<file path="config.mk">
export PLATFORM = sky130hd
export DESIGN_NAME = ecfd_channel
export DESIGN_NICKNAME = d
export VERILOG_FILES = /design/src/ecfd_pkg.sv /design/src/ecfd_edge_if.sv /design/src/ecfd_opclk.sv /design/src/ecfd_edge_det.sv /design/src/ecfd_channel.sv
export SDC_FILE = /design/constraint.sdc
export NUM_CORES = 1
export LEC_CHECK = 0
export ABC_AREA = 1
export BUFFER_PORTS_ARGS = -buffer_cell sky130_fd_sc_hd__buf_4
export CORE_AREA = 4 4 157 159
export DETAILED_ROUTE_END_ITERATION = 8
export DIE_AREA = 0 0 161 163
export GPL_TIMING_DRIVEN = 0
export HOLD_SLACK_MARGIN = 0.08
export PLACE_DENSITY = 0.4
export RECOVER_POWER = 100
export SLEW_MARGIN = 20
export SYNTH_ARGS = -nofsm -noshare
export SYNTH_HDL_FRONTEND = slang
export SYNTH_SLANG_ARGS = --single-unit
</file>
<file path="constraint.sdc">
create_clock -name clk_i -period 3.7 [get_ports clk_i]
set_input_delay 0.74 -clock clk_i [delete_from_list [all_inputs] [get_ports clk_i]]
set_output_delay 0.74 -clock clk_i [all_outputs]
set_load 0.02 [all_outputs]
</file>
<file path="src/ecfd_pkg.sv">
package ecfd_pkg;

   // ----------------------------------------------------------------------
   // Register byte offsets on the bus.
   // ----------------------------------------------------------------------
   localparam logic [7:0] ADR_UNIT   = 8'h00;
   localparam logic [7:0] ADR_PRESC  = 8'h04;
   localparam logic [7:0] ADR_MODE   = 8'h08;
   localparam logic [7:0] ADR_RELOAD = 8'h0C;
   localparam logic [7:0] ADR_COUNT  = 8'h10;
   localparam logic [7:0] ADR_TRIG   = 8'h14;
   localparam logic [7:0] ADR_STAT   = 8'h18;
   localparam logic [7:0] ADR_OLVL   = 8'h1C;
   localparam logic [7:0] ADR_OEN    = 8'h20;
   localparam logic [7:0] ADR_OPOL   = 8'h24;
   localparam logic [7:0] ADR_OFUN   = 8'h28;

   // ----------------------------------------------------------------------
   // Field positions.
   // ----------------------------------------------------------------------
   localparam int MD_START_IRQ = 0;
   localparam int MD_MODE_LO   = 1;
   localparam int MD_EDGE_LO   = 6;
   localparam int MD_TRIG_LO   = 8;
   localparam int MD_MASTER    = 11;
   localparam int MD_CCS_LO    = 12;
   localparam int MD_CKS       = 15;
   localparam int TRIG_GO      = 0;
   localparam int TRIG_HALT    = 1;
   localparam int STAT_ACTIVE  = 0;
   localparam int STAT_OUT     = 1;
   localparam int UNIT_EN      = 0;

   // ----------------------------------------------------------------------
   // Codes and reset values.
   // ----------------------------------------------------------------------
   localparam logic [3:0]  MODE_INTERVAL = 4'h0;
   localparam logic [3:0]  MODE_EVENT    = 4'h3;
   localparam logic [1:0]  EDGE_FALL     = 2'h0;
   localparam logic [1:0]  EDGE_RISE     = 2'h1;
   localparam logic [1:0]  EDGE_BOTH     = 2'h2;
   localparam logic [1:0]  CCS_PIN       = 2'h1;
   localparam logic [2:0]  STS_SW        = 3'h0;
   localparam logic [3:0]  FD_CH_A       = 4'hA;
   localparam logic [3:0]  FD_CH_B       = 4'hB;
   localparam logic [3:0]  GRP_HI_FIRST  = 4'h8;
   localparam logic [15:0] RST_REG16     = 16'h0000;

   typedef enum logic [2:0] {
      ST_IDLE = 3'b001,
      ST_WAIT = 3'b010,
      ST_RUN  = 3'b100
   } ecfd_state_t;

endpackage : ecfd_pkg

</file>
<file path="src/ecfd_edge_if.sv">
`timescale 1ns/1ps
// Carries the operation clock tick, edge selection and count enable.
interface ecfd_edge_if;
   logic       op_tick;
   logic [1:0] edge_sel;
   logic       enable;
   logic       cnt_en;

   modport clk  (output op_tick);
   modport det  (input op_tick, input edge_sel, input enable, output cnt_en);
   modport core (input op_tick, input cnt_en, output edge_sel, output enable);
endinterface : ecfd_edge_if

</file>
<file path="src/ecfd_opclk.sv">
`timescale 1ns/1ps
module ecfd_opclk #(
   parameter logic [3:0] CH_IDX = 4'hA
) (
   input  wire logic        clk_i,
   input  wire logic        rst_i,
   input  wire logic [15:0] presc_i,
   input  wire logic        cks_i,
   ecfd_edge_if.clk         ck_if
);

   logic [15:0] div_r;
   logic        tick_r;
   logic [1:0]  fsel;

   // Tick when the low k bits of the divider are all ones: divide by 2^k.
   function automatic logic tick_of(input logic [3:0] k, input logic [15:0] cnt);
      logic [15:0] m;
      m = (16'h0001 << k) - 16'h0001;
      return (cnt & m) == m;
   endfunction : tick_of

   assign fsel = {CH_IDX >= ecfd_pkg::GRP_HI_FIRST, cks_i};

   // ----------------------------------------------------------------------
   // Divider; held in reset while the unit is off, so the clock stops.
   // ----------------------------------------------------------------------
   always_ff @(posedge clk_i)
   begin
      if (rst_i)
      begin
         div_r  <= 16'h0000;
         tick_r <= 1'b0;
      end
      else
      begin
         div_r  <= div_r + 16'h0001;
         tick_r <= tick_of(presc_i[fsel*4 +: 4], div_r);
      end
   end

   assign ck_if.op_tick = tick_r;

endmodule : ecfd_opclk

</file>
<file path="src/ecfd_edge_det.sv">
`timescale 1ns/1ps
module ecfd_edge_det (
   input  wire logic clk_i,
   input  wire logic rst_i,
   input  wire logic event_input_pin_i,
   ecfd_edge_if.det  det_if
);

   logic sync1_r;
   logic sync2_r;
   logic samp_r;
   logic cnt_en_r;

   // Reserved code 11 detects nothing, so a bad setting cannot count.
   function automatic logic edge_hit(input logic [1:0] sel, input logic o,
                                     input logic n);
      case (sel)
         ecfd_pkg::EDGE_FALL: return o & ~n;
         ecfd_pkg::EDGE_RISE: return ~o & n;
         ecfd_pkg::EDGE_BOTH: return o ^ n;
         default:             return 1'b0;
      endcase
   endfunction : edge_hit

   always_ff @(posedge clk_i)
   begin
      if (rst_i)
      begin
         sync1_r <= 1'b0;
         sync2_r <= 1'b0;
      end
      else
      begin
         sync1_r <= event_input_pin_i;
         sync2_r <= sync1_r;
      end
   end

   // sample on op tick
   // The level is only looked at on operation clock ticks, which costs up to
   // one operation clock period of jitter on every detected edge.
   always_ff @(posedge clk_i)
   begin
      if (rst_i)
      begin
         samp_r   <= 1'b0;
         cnt_en_r <= 1'b0;
      end
      else if (det_if.op_tick)
      begin
         samp_r   <= sync2_r;
         cnt_en_r <= det_if.enable & edge_hit(det_if.edge_sel, samp_r, sync2_r);
      end
      else
      begin
         cnt_en_r <= 1'b0;
      end
   end

   assign det_if.cnt_en = cnt_en_r;

endmodule : ecfd_edge_det

</file>
<file path="src/ecfd_channel.sv">
// Register access over Wishbone and the placing of the registers were decided locally.
`timescale 1ns/1ps
// Functional notes
// - Mode code 0011 selects event counting; counter counts down.
// - Event mode start loads the reload value at once, then waits edges.
// - Each edge decrements; at zero reload and raise the interrupt, repeat.
// - Edge codes: 00 falling, 01 rising, 10 both; 11 must not be used.
// - Count source 01 counts pin edges instead of the operation clock.
// - Trigger source 000 allows software start only.
// - Start-interrupt bit 0: no interrupt, no toggle when counting starts.
// - Reload writes take effect from the next count period only.
// - Start and stop bits self-clear; start sets the active flag.
// - Stop clears the active flag; counter halts and holds its value.
// - Unit enable low stops the clock, ignores writes, resets everything; here the unit enable bit itself still takes writes and keeps its value.
// - Divider mode loads at first edge; optional interrupt and toggle then.
// - Divider mode: each edge decrements; at zero toggle output and reload.
// - Output equals input over twice reload plus one for single edges.
// - Input edges are sampled with the operation clock.
// - Divider mode exists only on channels 10 and 11.
// - Operation clock select picks the first or second clock of the group.
// - Output level bit sets idle level; enable bit lets counting drive it.
module ecfd_channel #(
   parameter logic [3:0] CH_IDX = 4'hA
) (
   input  wire logic        clk_i,
   input  wire logic        rst_i,
   input  wire logic        wb_cyc_i,
   input  wire logic        wb_stb_i,
   input  wire logic        wb_we_i,
   input  wire logic [7:0]  wb_adr_i,
   input  wire logic [3:0]  wb_sel_i,
   input  wire logic [31:0] wb_dat_i,
   output logic      [31:0] wb_dat_o,
   output logic             wb_ack_o,
   input  wire logic        event_input_pin_i,
   output logic             timer_output_pin_o,
   output logic             channel_irq_o
);

   // ----------------------------------------------------------------------
   // Storage and decoded fields.
   // ----------------------------------------------------------------------
   logic                  unit_en_r;
   logic [15:0]           presc_r;
   logic [15:0]           mode_r;
   logic [15:0]           reload_r;
   logic [15:0]           counter_r;
   logic                  active_r;
   ecfd_pkg::ecfd_state_t state_r;
   logic                  oen_r;
   logic                  opol_r;
   logic                  ofun_r;
   logic                  ack_r;
   logic [31:0]           dat_r;
   logic                  irq_r;
   logic                  tout_r;
   logic [31:0]           rd_nxt;
   logic                  irq_nxt;
   logic                  req;
   logic                  wr_fire;
   logic                  wr_ok;
   logic                  unit_rst;
   logic [7:0]            adr_w;
   logic                  lane;
   logic                  go;
   logic                  halt;
   logic                  cnt_step;
   logic                  is_event;
   logic                  is_fd;
   logic                  fd_ch;
   logic                  start_irq;
   logic [3:0]            op_mode;
   logic [1:0]            ccs;
   logic [2:0]            trig_src;
   logic                  start_evt;
   logic                  wait_evt;
   logic                  reload_evt;

   ecfd_edge_if eif ();

   // Byte-lane merge for the 16-bit registers.
   function automatic logic [15:0] merge16(input logic [15:0] o, input logic [31:0] d,
                                           input logic [3:0] s);
      return {s[1] ? d[15:8] : o[15:8], s[0] ? d[7:0] : o[7:0]};
   endfunction : merge16

   assign op_mode   = mode_r[ecfd_pkg::MD_MODE_LO +: 4];
   assign start_irq = mode_r[ecfd_pkg::MD_START_IRQ];
   assign ccs       = mode_r[ecfd_pkg::MD_CCS_LO +: 2];
   assign trig_src  = mode_r[ecfd_pkg::MD_TRIG_LO +: 3];
   assign is_event  = op_mode == ecfd_pkg::MODE_EVENT;
   assign fd_ch     = (CH_IDX == ecfd_pkg::FD_CH_A) || (CH_IDX == ecfd_pkg::FD_CH_B);
   assign is_fd     = fd_ch && op_mode == ecfd_pkg::MODE_INTERVAL
                      && ccs == ecfd_pkg::CCS_PIN;
   assign cnt_step  = (ccs == ecfd_pkg::CCS_PIN) ? eif.cnt_en : eif.op_tick;

   // ----------------------------------------------------------------------
   // Bus slave: ack one cycle after the request, writes land on the ack edge.
   // ----------------------------------------------------------------------
   assign req      = wb_cyc_i & wb_stb_i;
   assign wr_fire  = req & wb_we_i & ack_r;
   assign wr_ok    = wr_fire & unit_en_r;
   assign unit_rst = rst_i | ~unit_en_r;
   assign adr_w    = {wb_adr_i[7:2], 2'b00};
   assign lane     = CH_IDX[3] ? wb_sel_i[1] : wb_sel_i[0];

   // software start only
   // Other trigger sources would be hardware triggers, which this channel has
   // none of, so the start bit only acts with source code 000; the stop bit acts with any source.
   // triggers never stored
   assign go   = wr_ok && adr_w == ecfd_pkg::ADR_TRIG && wb_sel_i[0]
                 && wb_dat_i[ecfd_pkg::TRIG_GO] && trig_src == ecfd_pkg::STS_SW;
   assign halt = wr_ok && adr_w == ecfd_pkg::ADR_TRIG && wb_sel_i[0]
                 && wb_dat_i[ecfd_pkg::TRIG_HALT];

   // Ack handshake; drops the cycle after it was given.
   always_ff @(posedge clk_i)
   begin
      if (rst_i)
      begin
         ack_r <= 1'b0;
      end
      else
      begin
         ack_r <= req & ~ack_r;
      end
   end

   // Read data mux; trigger bits always read as zero.
   always_comb
   begin
      rd_nxt = 32'h0000_0000;
      case (adr_w)
         ecfd_pkg::ADR_UNIT:   rd_nxt[ecfd_pkg::UNIT_EN] = unit_en_r;
         ecfd_pkg::ADR_PRESC:  rd_nxt[15:0] = presc_r;
         ecfd_pkg::ADR_MODE:   rd_nxt[15:0] = mode_r;
         ecfd_pkg::ADR_RELOAD: rd_nxt[15:0] = reload_r;
         ecfd_pkg::ADR_COUNT:  rd_nxt[15:0] = counter_r;
         ecfd_pkg::ADR_STAT:
         begin
            rd_nxt[ecfd_pkg::STAT_ACTIVE] = active_r;
            rd_nxt[ecfd_pkg::STAT_OUT]    = tout_r;
         end
         ecfd_pkg::ADR_OLVL:   rd_nxt[CH_IDX] = tout_r;
         ecfd_pkg::ADR_OEN:    rd_nxt[CH_IDX] = oen_r;
         ecfd_pkg::ADR_OPOL:   rd_nxt[CH_IDX] = opol_r;
         ecfd_pkg::ADR_OFUN:   rd_nxt[CH_IDX] = ofun_r;
         default:              rd_nxt = 32'h0000_0000;
      endcase
   end

   // Read data is captured as the ack is raised and held until the next one.
   always_ff @(posedge clk_i)
   begin
      if (rst_i)
      begin
         dat_r <= 32'h0000_0000;
      end
      else if (req & ~ack_r)
      begin
         dat_r <= rd_nxt;
      end
   end

   // Unit enable itself survives the unit reset so software can turn it on.
   always_ff @(posedge clk_i)
   begin
      if (rst_i)
      begin
         unit_en_r <= 1'b0;
      end
      else if (wr_fire && adr_w == ecfd_pkg::ADR_UNIT && wb_sel_i[0])
      begin
         unit_en_r <= wb_dat_i[ecfd_pkg::UNIT_EN];
      end
   end

   // ----------------------------------------------------------------------
   // Configuration registers.
   // ----------------------------------------------------------------------
   // reinitialised when off
   always_ff @(posedge clk_i)
   begin
      if (unit_rst)
      begin
         presc_r  <= ecfd_pkg::RST_REG16;
         mode_r   <= ecfd_pkg::RST_REG16;
         reload_r <= ecfd_pkg::RST_REG16;
         oen_r    <= 1'b0;
         opol_r   <= 1'b0;
         ofun_r   <= 1'b0;
      end
      else if (wr_ok)
      begin
         case (adr_w)
            ecfd_pkg::ADR_PRESC:  presc_r  <= merge16(presc_r, wb_dat_i, wb_sel_i);
            ecfd_pkg::ADR_MODE:   mode_r   <= merge16(mode_r, wb_dat_i, wb_sel_i);
            ecfd_pkg::ADR_RELOAD: reload_r <= merge16(reload_r, wb_dat_i, wb_sel_i);
            ecfd_pkg::ADR_OEN:    oen_r    <= lane ? wb_dat_i[CH_IDX] : oen_r;
            ecfd_pkg::ADR_OPOL:   opol_r   <= lane ? wb_dat_i[CH_IDX] : opol_r;
            ecfd_pkg::ADR_OFUN:   ofun_r   <= lane ? wb_dat_i[CH_IDX] : ofun_r;
            default:              presc_r  <= presc_r;
         endcase
      end
   end

   // ----------------------------------------------------------------------
   // Counting engine.
   // ----------------------------------------------------------------------
   assign start_evt  = go && !halt && is_event;
   assign wait_evt   = state_r == ecfd_pkg::ST_WAIT && cnt_step && !halt;
   assign reload_evt = state_r == ecfd_pkg::ST_RUN && cnt_step && !halt && !go
                       && counter_r == 16'h0000;
   assign irq_nxt    = reload_evt | ((start_evt | wait_evt) & start_irq);

   // Stop wins over start when both bits are written together.
   always_ff @(posedge clk_i)
   begin
      if (unit_rst)
      begin
         state_r   <= ecfd_pkg::ST_IDLE;
         counter_r <= ecfd_pkg::RST_REG16;
         active_r  <= 1'b0;
      end
      else if (halt)
      begin
         state_r  <= ecfd_pkg::ST_IDLE;
         active_r <= 1'b0;
      end
      else if (go)
      begin
         active_r <= 1'b1;
         if (is_fd)
         begin
            state_r <= ecfd_pkg::ST_WAIT;
         end
         else
         begin
            state_r   <= ecfd_pkg::ST_RUN;
            counter_r <= reload_r;
         end
      end
      else
      begin
         case (state_r)
            ecfd_pkg::ST_IDLE: state_r <= ecfd_pkg::ST_IDLE;
            ecfd_pkg::ST_WAIT:
            begin
               if (cnt_step)
               begin
                  counter_r <= reload_r;
                  state_r   <= ecfd_pkg::ST_RUN;
               end
            end
            ecfd_pkg::ST_RUN:
            begin
               if (cnt_step)
               begin
                  counter_r <= (counter_r == 16'h0000) ? reload_r
                                                       : counter_r - 16'h0001;
               end
            end
            default: state_r <= ecfd_pkg::ST_IDLE;
         endcase
      end
   end

   always_ff @(posedge clk_i)
   begin
      if (unit_rst)
      begin
         irq_r <= 1'b0;
      end
      else
      begin
         irq_r <= irq_nxt;
      end
   end

   // toggle per reload halves rate
   // With the enable low, only software sets the pin; with it high, only
   // counting moves it, so the two never fight over the same edge.
   always_ff @(posedge clk_i)
   begin
      if (unit_rst)
      begin
         tout_r <= 1'b0;
      end
      else if (!oen_r && wr_ok && adr_w == ecfd_pkg::ADR_OLVL && lane)
      begin
         tout_r <= wb_dat_i[CH_IDX];
      end
      else if (oen_r && irq_nxt)
      begin
         tout_r <= ~tout_r;
      end
   end

   assign eif.edge_sel = mode_r[ecfd_pkg::MD_EDGE_LO +: 2];
   assign eif.enable   = active_r;

   ecfd_opclk #(
      .CH_IDX (CH_IDX)
   ) u_opclk (
      .clk_i   (clk_i),
      .rst_i   (unit_rst),
      .presc_i (presc_r),
      .cks_i   (mode_r[ecfd_pkg::MD_CKS]),
      .ck_if   (eif)
   );

   ecfd_edge_det u_edge (
      .clk_i             (clk_i),
      .rst_i             (unit_rst),
      .event_input_pin_i (event_input_pin_i),
      .det_if            (eif)
   );

   assign wb_ack_o           = ack_r;
   assign wb_dat_o           = dat_r;
   assign timer_output_pin_o = tout_r;
   assign channel_irq_o      = irq_r;
endmodule : ecfd_channel

</file>
Yosys cells after proc, flatten, opt, wreduce, memory -nomap -nowiden --
Index checks and enable logic that the tools add are counted.
Storage, ports and cells: logic and storage cells 134, output and inout port bits 35, input bits 50, flip-flop bits (word level) 112
Operators by class: reductions and logical operators 43, add/sub/neg operators 3, bitwise operators 21, shifts and indexed selects 2, equal/unequal tests 21, mux-type cells 21
Operators by type and width (number):
- 16-bit two-way mux | 5
- 16-bit one-hot mux with 2 select lines | 1
- 8-bit one-hot mux with 4 select lines | 1
- 16-bit by 1-bit subtractor with 16-bit output, second input constant | 2
- 3-bit AND reduction | 9
- 6-bit by 3-bit equality test with 1-bit output, second input constant | 4
- 1-bit logical AND | 20
- 5-bit one-hot mux with 4 select lines | 1
- 6-bit by 4-bit equality test with 1-bit output, second input constant | 3
- 16-bit by 1-bit adder with 16-bit output, second input constant | 1
- 16-bit AND | 1
- 16-bit equality test | 1
- 16-bit zero test | 1
- 16-bit by 5-bit variable part select with 4-bit output | 1
- 1-bit by 4-bit << shifter with 16-bit output, first input constant | 1
- 6-bit by 2-bit equality test with 1-bit output, second input constant | 2
- 1-bit AND | 9
- 3-bit two-way mux | 3
- 8-bit zero test | 1
- 1-bit one-hot mux with 8 select lines | 1
- 1-bit NOT | 7
- 6-bit by 1-bit equality test with 1-bit output, second input constant | 1
- 3-bit != test, second input constant | 2
- 1-bit one-hot mux with 6 select lines | 1
- other kinds (21) | 32

Logic depth before layout (Yosys ltp) --
word-level depth 16, depth in mapped cells 16, depth with buffers taken out 16

Hierarchy --
Synthesis repeated with hierarchy kept, for this count alone.
Unflattened totals: cells, all modules 911, area, all modules 6149.6 µm²
By module, submodules not included:
- ecfd_channel | seq. area each 1821.7 µm², area each 4629.4 µm², times used 1, cells an instance 685
- ecfd_opclk | seq. area each 320.3 µm², area each 1333.8 µm², times used 1, cells an instance 199
- ecfd_edge_det | seq. area each 80.1 µm², area each 186.4 µm², times used 1, cells an instance 27

Least setup slack after synthesis --
Ideal clock, no wire load.
path type input-to-reg, start input port wb_cyc_i, end register counter_r[14], arrival 1935 ps, path slack 1649 ps, stages 12, required time 3584 ps, cell sequence nand2_1 > nor2_2 > nand3_4 > nor2_4 > nand2_4 > nand3_2 > inv_1 > nor2_1 > nand2_2 > buf_6 > nor2_1 > nor2_1
Between the ends: cells in the longest elaborated chain, start to end 10, elaborated cells between the ends (all ways) 16, those cells by class 3 x eq/ne; 1 x mux; 5 x bitwise; 7 x reduce/logical
Ends and longest elaborated chain:
- start: declaration | RTL line ecfd_channel.sv:27 | input wire logic wb_cyc_i,
- 1-bit AND * | RTL line ecfd_channel.sv:100 | assign req = wb_cyc_i & wb_stb_i;
- 1-bit AND * (2 in series) | RTL line ecfd_channel.sv:101 | assign wr_fire = req & wb_we_i & ack_r;
- 1-bit AND * | RTL line ecfd_channel.sv:102 | assign wr_ok = wr_fire & unit_en_r;
- 1-bit logical AND * (2 in series) | RTL line ecfd_channel.sv:111, ecfd_channel.sv:113
- 1-bit logical AND (2 in series) | RTL line ecfd_channel.sv:112 | && wb_dat_i[ecfd_pkg::TRIG_GO] && trig_src == ecfd_pkg::STS_SW;
- 3-bit != test (no source line) (tied with other cells)
- 5-bit AND reduction (no source line)
- end signal: assignment | RTL line ecfd_channel.sv:222 | counter_r <= ecfd_pkg::RST_REG16;
- end signal: assignment | RTL line ecfd_channel.sv:240 | counter_r <= reload_r;
- end signal: assignment | RTL line ecfd_channel.sv:251 | counter_r <= reload_r;
- end: declaration | RTL line ecfd_channel.sv:47 | logic [15:0] counter_r;
Every way passes the cells marked *; elsewhere a longest branch is shown, timed or not. A chain may end at the register's enable or synchronous reset.

Worst setup path after layout --
start input port wb_adr_i[4], end register reload_r[14]
Between the ends: cells in the longest elaborated chain, start to end 2
Ends and longest elaborated chain:
- start: declaration | RTL line ecfd_channel.sv:30 | input wire logic [7:0] wb_adr_i,
- 6-bit by 2-bit equality test with 1-bit output | RTL line ecfd_channel.sv:195 | case (adr_w)
- 3-bit AND reduction (no source line)
- end signal: assignment | RTL line ecfd_channel.sv:188 | reload_r <= ecfd_pkg::RST_REG16;
- end signal: assignment | RTL line ecfd_channel.sv:198 | ecfd_pkg::ADR_RELOAD: reload_r <= merge16(reload_r, wb_dat_i, wb_sel_i);
- end: declaration | RTL line ecfd_channel.sv:46 | logic [15:0] reload_r;
No other way between the ends.

==> results.toml <==
[cts]
clockBufferDepth = 2
clock-sinks = 111
numCtsBuffers = 9
path_clk_slew_ns = 0.07
cts_setup_buffers = 0
cts_tree = "yes"
h-tree-depth = 3
cts_root_buffer = "clkbuf_16"
holdBufCountCts = 0
clkLatencyLatePin_ns = 0.36
post_cts_resized = 0

[synthesis]
syn_inst = 840
synthMuxAreaShare_pct = 0
ys_ff_latch = 111
netlist-cell-type-count = 43
yosys.area_share.adder_pct = 1.30
synth_xor_area_share_pct = 1.98
yosys_warnings = 0
synth_compound_area_share_pct = 20.5
synth_area_per_cell_um2 = 6.85
synth_top_area_share_pct = 38.6
yosys.area_share.simple_pct = 26.7
ys_async_sr_fraction_pct = 0
synth_top_family_by_area = "simple AND/OR/NAND/NOR gates"
synth-edff-count = 0
synth_area_um2 = 5760
seq_area_frac_synth_pct = 38.6
synth_area_leaders = "dfxtp_1 39%, o21ai_0 9.2%, nor2_1 8.8%"
synthFlopType = "dfxtp_1"
synth_top_area_cell = "dfxtp_1"

[routing]
routed_wl_mm = 20.1
ant_nets = 0
drc = 0
drt-initial-drc-count = 289
avgViaCountPerCell = 4.43
first_pass_iters = 5
wl_per_cell_um = 16.2
num_vias = 5485

[sta]
period_share_pct = 82.3
min_period_ns = 3.05
fmax_mhz = 328
drv_slew = 0
layout_setup_ws_ns = 0.655
tightest_slew_ns = 0.912
setup_violations = 0
rsz0062_at_grt = "no"
fin_worst_skew_ns = 0.0121
hold_viol = 0
setup_tns_ns = 0
maxSlewHeadroom_pct = 38.9

[setup_path]
crit_required_ns = 3.95
end_kind = "flip-flop"
reg2reg_to = "counter_r[7]"
crit_path_max_fanout = 10
startpoint = "wb_adr_i[4]"
arrival_ns = 3.29
cp.depth = 10
r2r_setup_slack_ns = 0.92
path_class = "in2reg"
critPathSlowestCell = "nor2_1"
cp_top_family = "simple AND/OR/NAND/NOR gates"
critical_path.n_buffers_inverters = 5
reg2reg_depth = 11
path_cells = "clkbuf_1 > nor2_1 > inv_1 > nor2_1 > inv_1 > nor2_1 > inv_1 > buf_2 > o21ai_0 > a21oi_1"
slowest_delay_ns = 0.71
critical_path.endpoint = "reload_r[14]"
worst_setup_path_start_kind = "primary input"
r2r-start = "wb_ack_o"

[placement]
dp_hpwl_mm = 15.8
place_ws_ns = 0.644
port_buffers = 47
place_congestion = 0.800

[global_routing]
grt_max_degree = 17
grt_use_met2_pct = 25.7
grt_first_pass_wirelength_mm = 31.0
grt_pass1_vias = 5264
met1_usage_pct = 21.3
top_usage_layer = "met2"
use_met3_pct = 2.38
grtUsageTotal_pct = 15.4
grt-ovfl-total = 0
antenna_found_initial = 0

[layout]
final_cell_mix = "139 x nor2_1, 132 x nand2_1, 111 x dfxtp_1, 106 x o21ai_0, 100 x inv_1"
diodes = 0
final_nets = 969
layout_commonest_cell = "nor2_1"
drive_above_1_share_pct = 9.48
syn2layout_area_growth_pct = 17.0

[floorplanning]
die_x_um = 161
die_h_um = 163
initial_utilization_pct = 24.8
die_area_um2 = 26200
core_um2 = 23300
num_io_pins = 85
row_count = 56

[min_path]
hp-start = "u_edge.sync1_r"
hold_class = "reg2reg"

[power_and_ir_drop]
leakage_nw = 2.60
ir_worst_vdd_mv = 0.187
p_per_area_nw_per_um2 = 342

[flow_run]
drv_cap = 0

[outcome]
status = "complete, no violations"
[how the worst min path moves through the flow]
stage                                end  cells past startpoint  slack, ns
after detailed placement  u_edge.sync2_r                      2       0.40
after floorplan           u_edge.sync2_r                      2       0.39
final                     u_edge.sync2_r                      2       0.41
after global routing      u_edge.sync2_r                      2       0.43
after global placement    u_edge.sync2_r                      2       0.41
after CTS                 u_edge.sync2_r                      2       0.41
[where the power goes]
group	internal, W	switching, W	total, W
Clock	0.000532	0.000467	0.000998
Combinational	0.0000387	0.0000666	0.000105
Sequential	0.00120	0.00000165	0.00120
[kinds of logic (layout without fill, tap and decap cells)]
group,Yosys count,in the layout
DFF,111,111
AOI/OAI and AO/OA,216,216
buffers and inverters,145,208
xor gates and xnor gates,13,13
and+or+nand+nor,348,348
adders and majority gates,6,6
other,1,16
[state kept, by name, summed over array words and instances (netlist names), 3 cells and up]
register       count
counter_r         16
mode_r            16
presc_r           16
reload_r          16
wb_dat_o          16
u_opclk.div_r     15
state_r            3
[cells in the mapped netlist (all sizes together), types with 2 or more instances]
master	count
o21ai	109
a31oi	2
clkinv	2
a22oi	7
nand3	43
a21oi	73
nand4	9
inv	102
nand2	136
a221oi	2
o211ai	3
nor2	144
clkbuf	17
nor3	13
o22ai	11
a22o	4
xor2	12
ha	6
dfxtp	111
buf	24
[layout make-up]
class                      count  area (µm²)
tap                          319         399
clock buffer                  14         284
clock inverter                 2        12.5
timing repair buffer          47         278
inverter                     104         390
multi-input combinational    599        2930
buffer                        41         223
sequential                   111        2220
fill                        2657       16500
[worst register-to-register path, stage by stage, from the launching register on]
cell and delay [ns]:
dfxtp_1 0.36, nand2_1 0.07, nor2_2 0.20, nand3_4 0.15
nor2_4 0.19, nand2_4 0.10, nand3_1 0.17, nand3_2 0.08
nor2_1 0.51, clkbuf_1 0.61, nand2_1 0.13, a21oi_1 0.15
[metrics by stage]
step | instances | hold WS, ns | area [µm²] | power, W | util, %
5_1_grt | 1237 | 0.429 | 6740 | 0.00239 | 29.0
2_1_floorplan | 855 | 0.394 | 5810 | 0.00128 | -
4_1_cts | 1237 | 0.413 | 6860 | 0.00235 | 29.5
3_3_place_gp | 1221 | 0.408 | 6570 | 0.00134 | 28.2
6_report | 1237 | 0.411 | 6740 | 0.00230 | 29.0
3_5_place_dp | 1221 | 0.401 | 6570 | 0.00134 | 28.2
[metal layers]
metal | wire length (µm) | part of all wire [%] | vias to the layer above
li1 | - | - | 2862
met1 | 9780 | 49 | 2508
met2 | 9290 | 46 | 104
met3 | 820 | 4.1 | 11
met4 | 182 | 0.91 | 0
met5 | 0 | 0 | -
(Power assumes the default switching activity.)
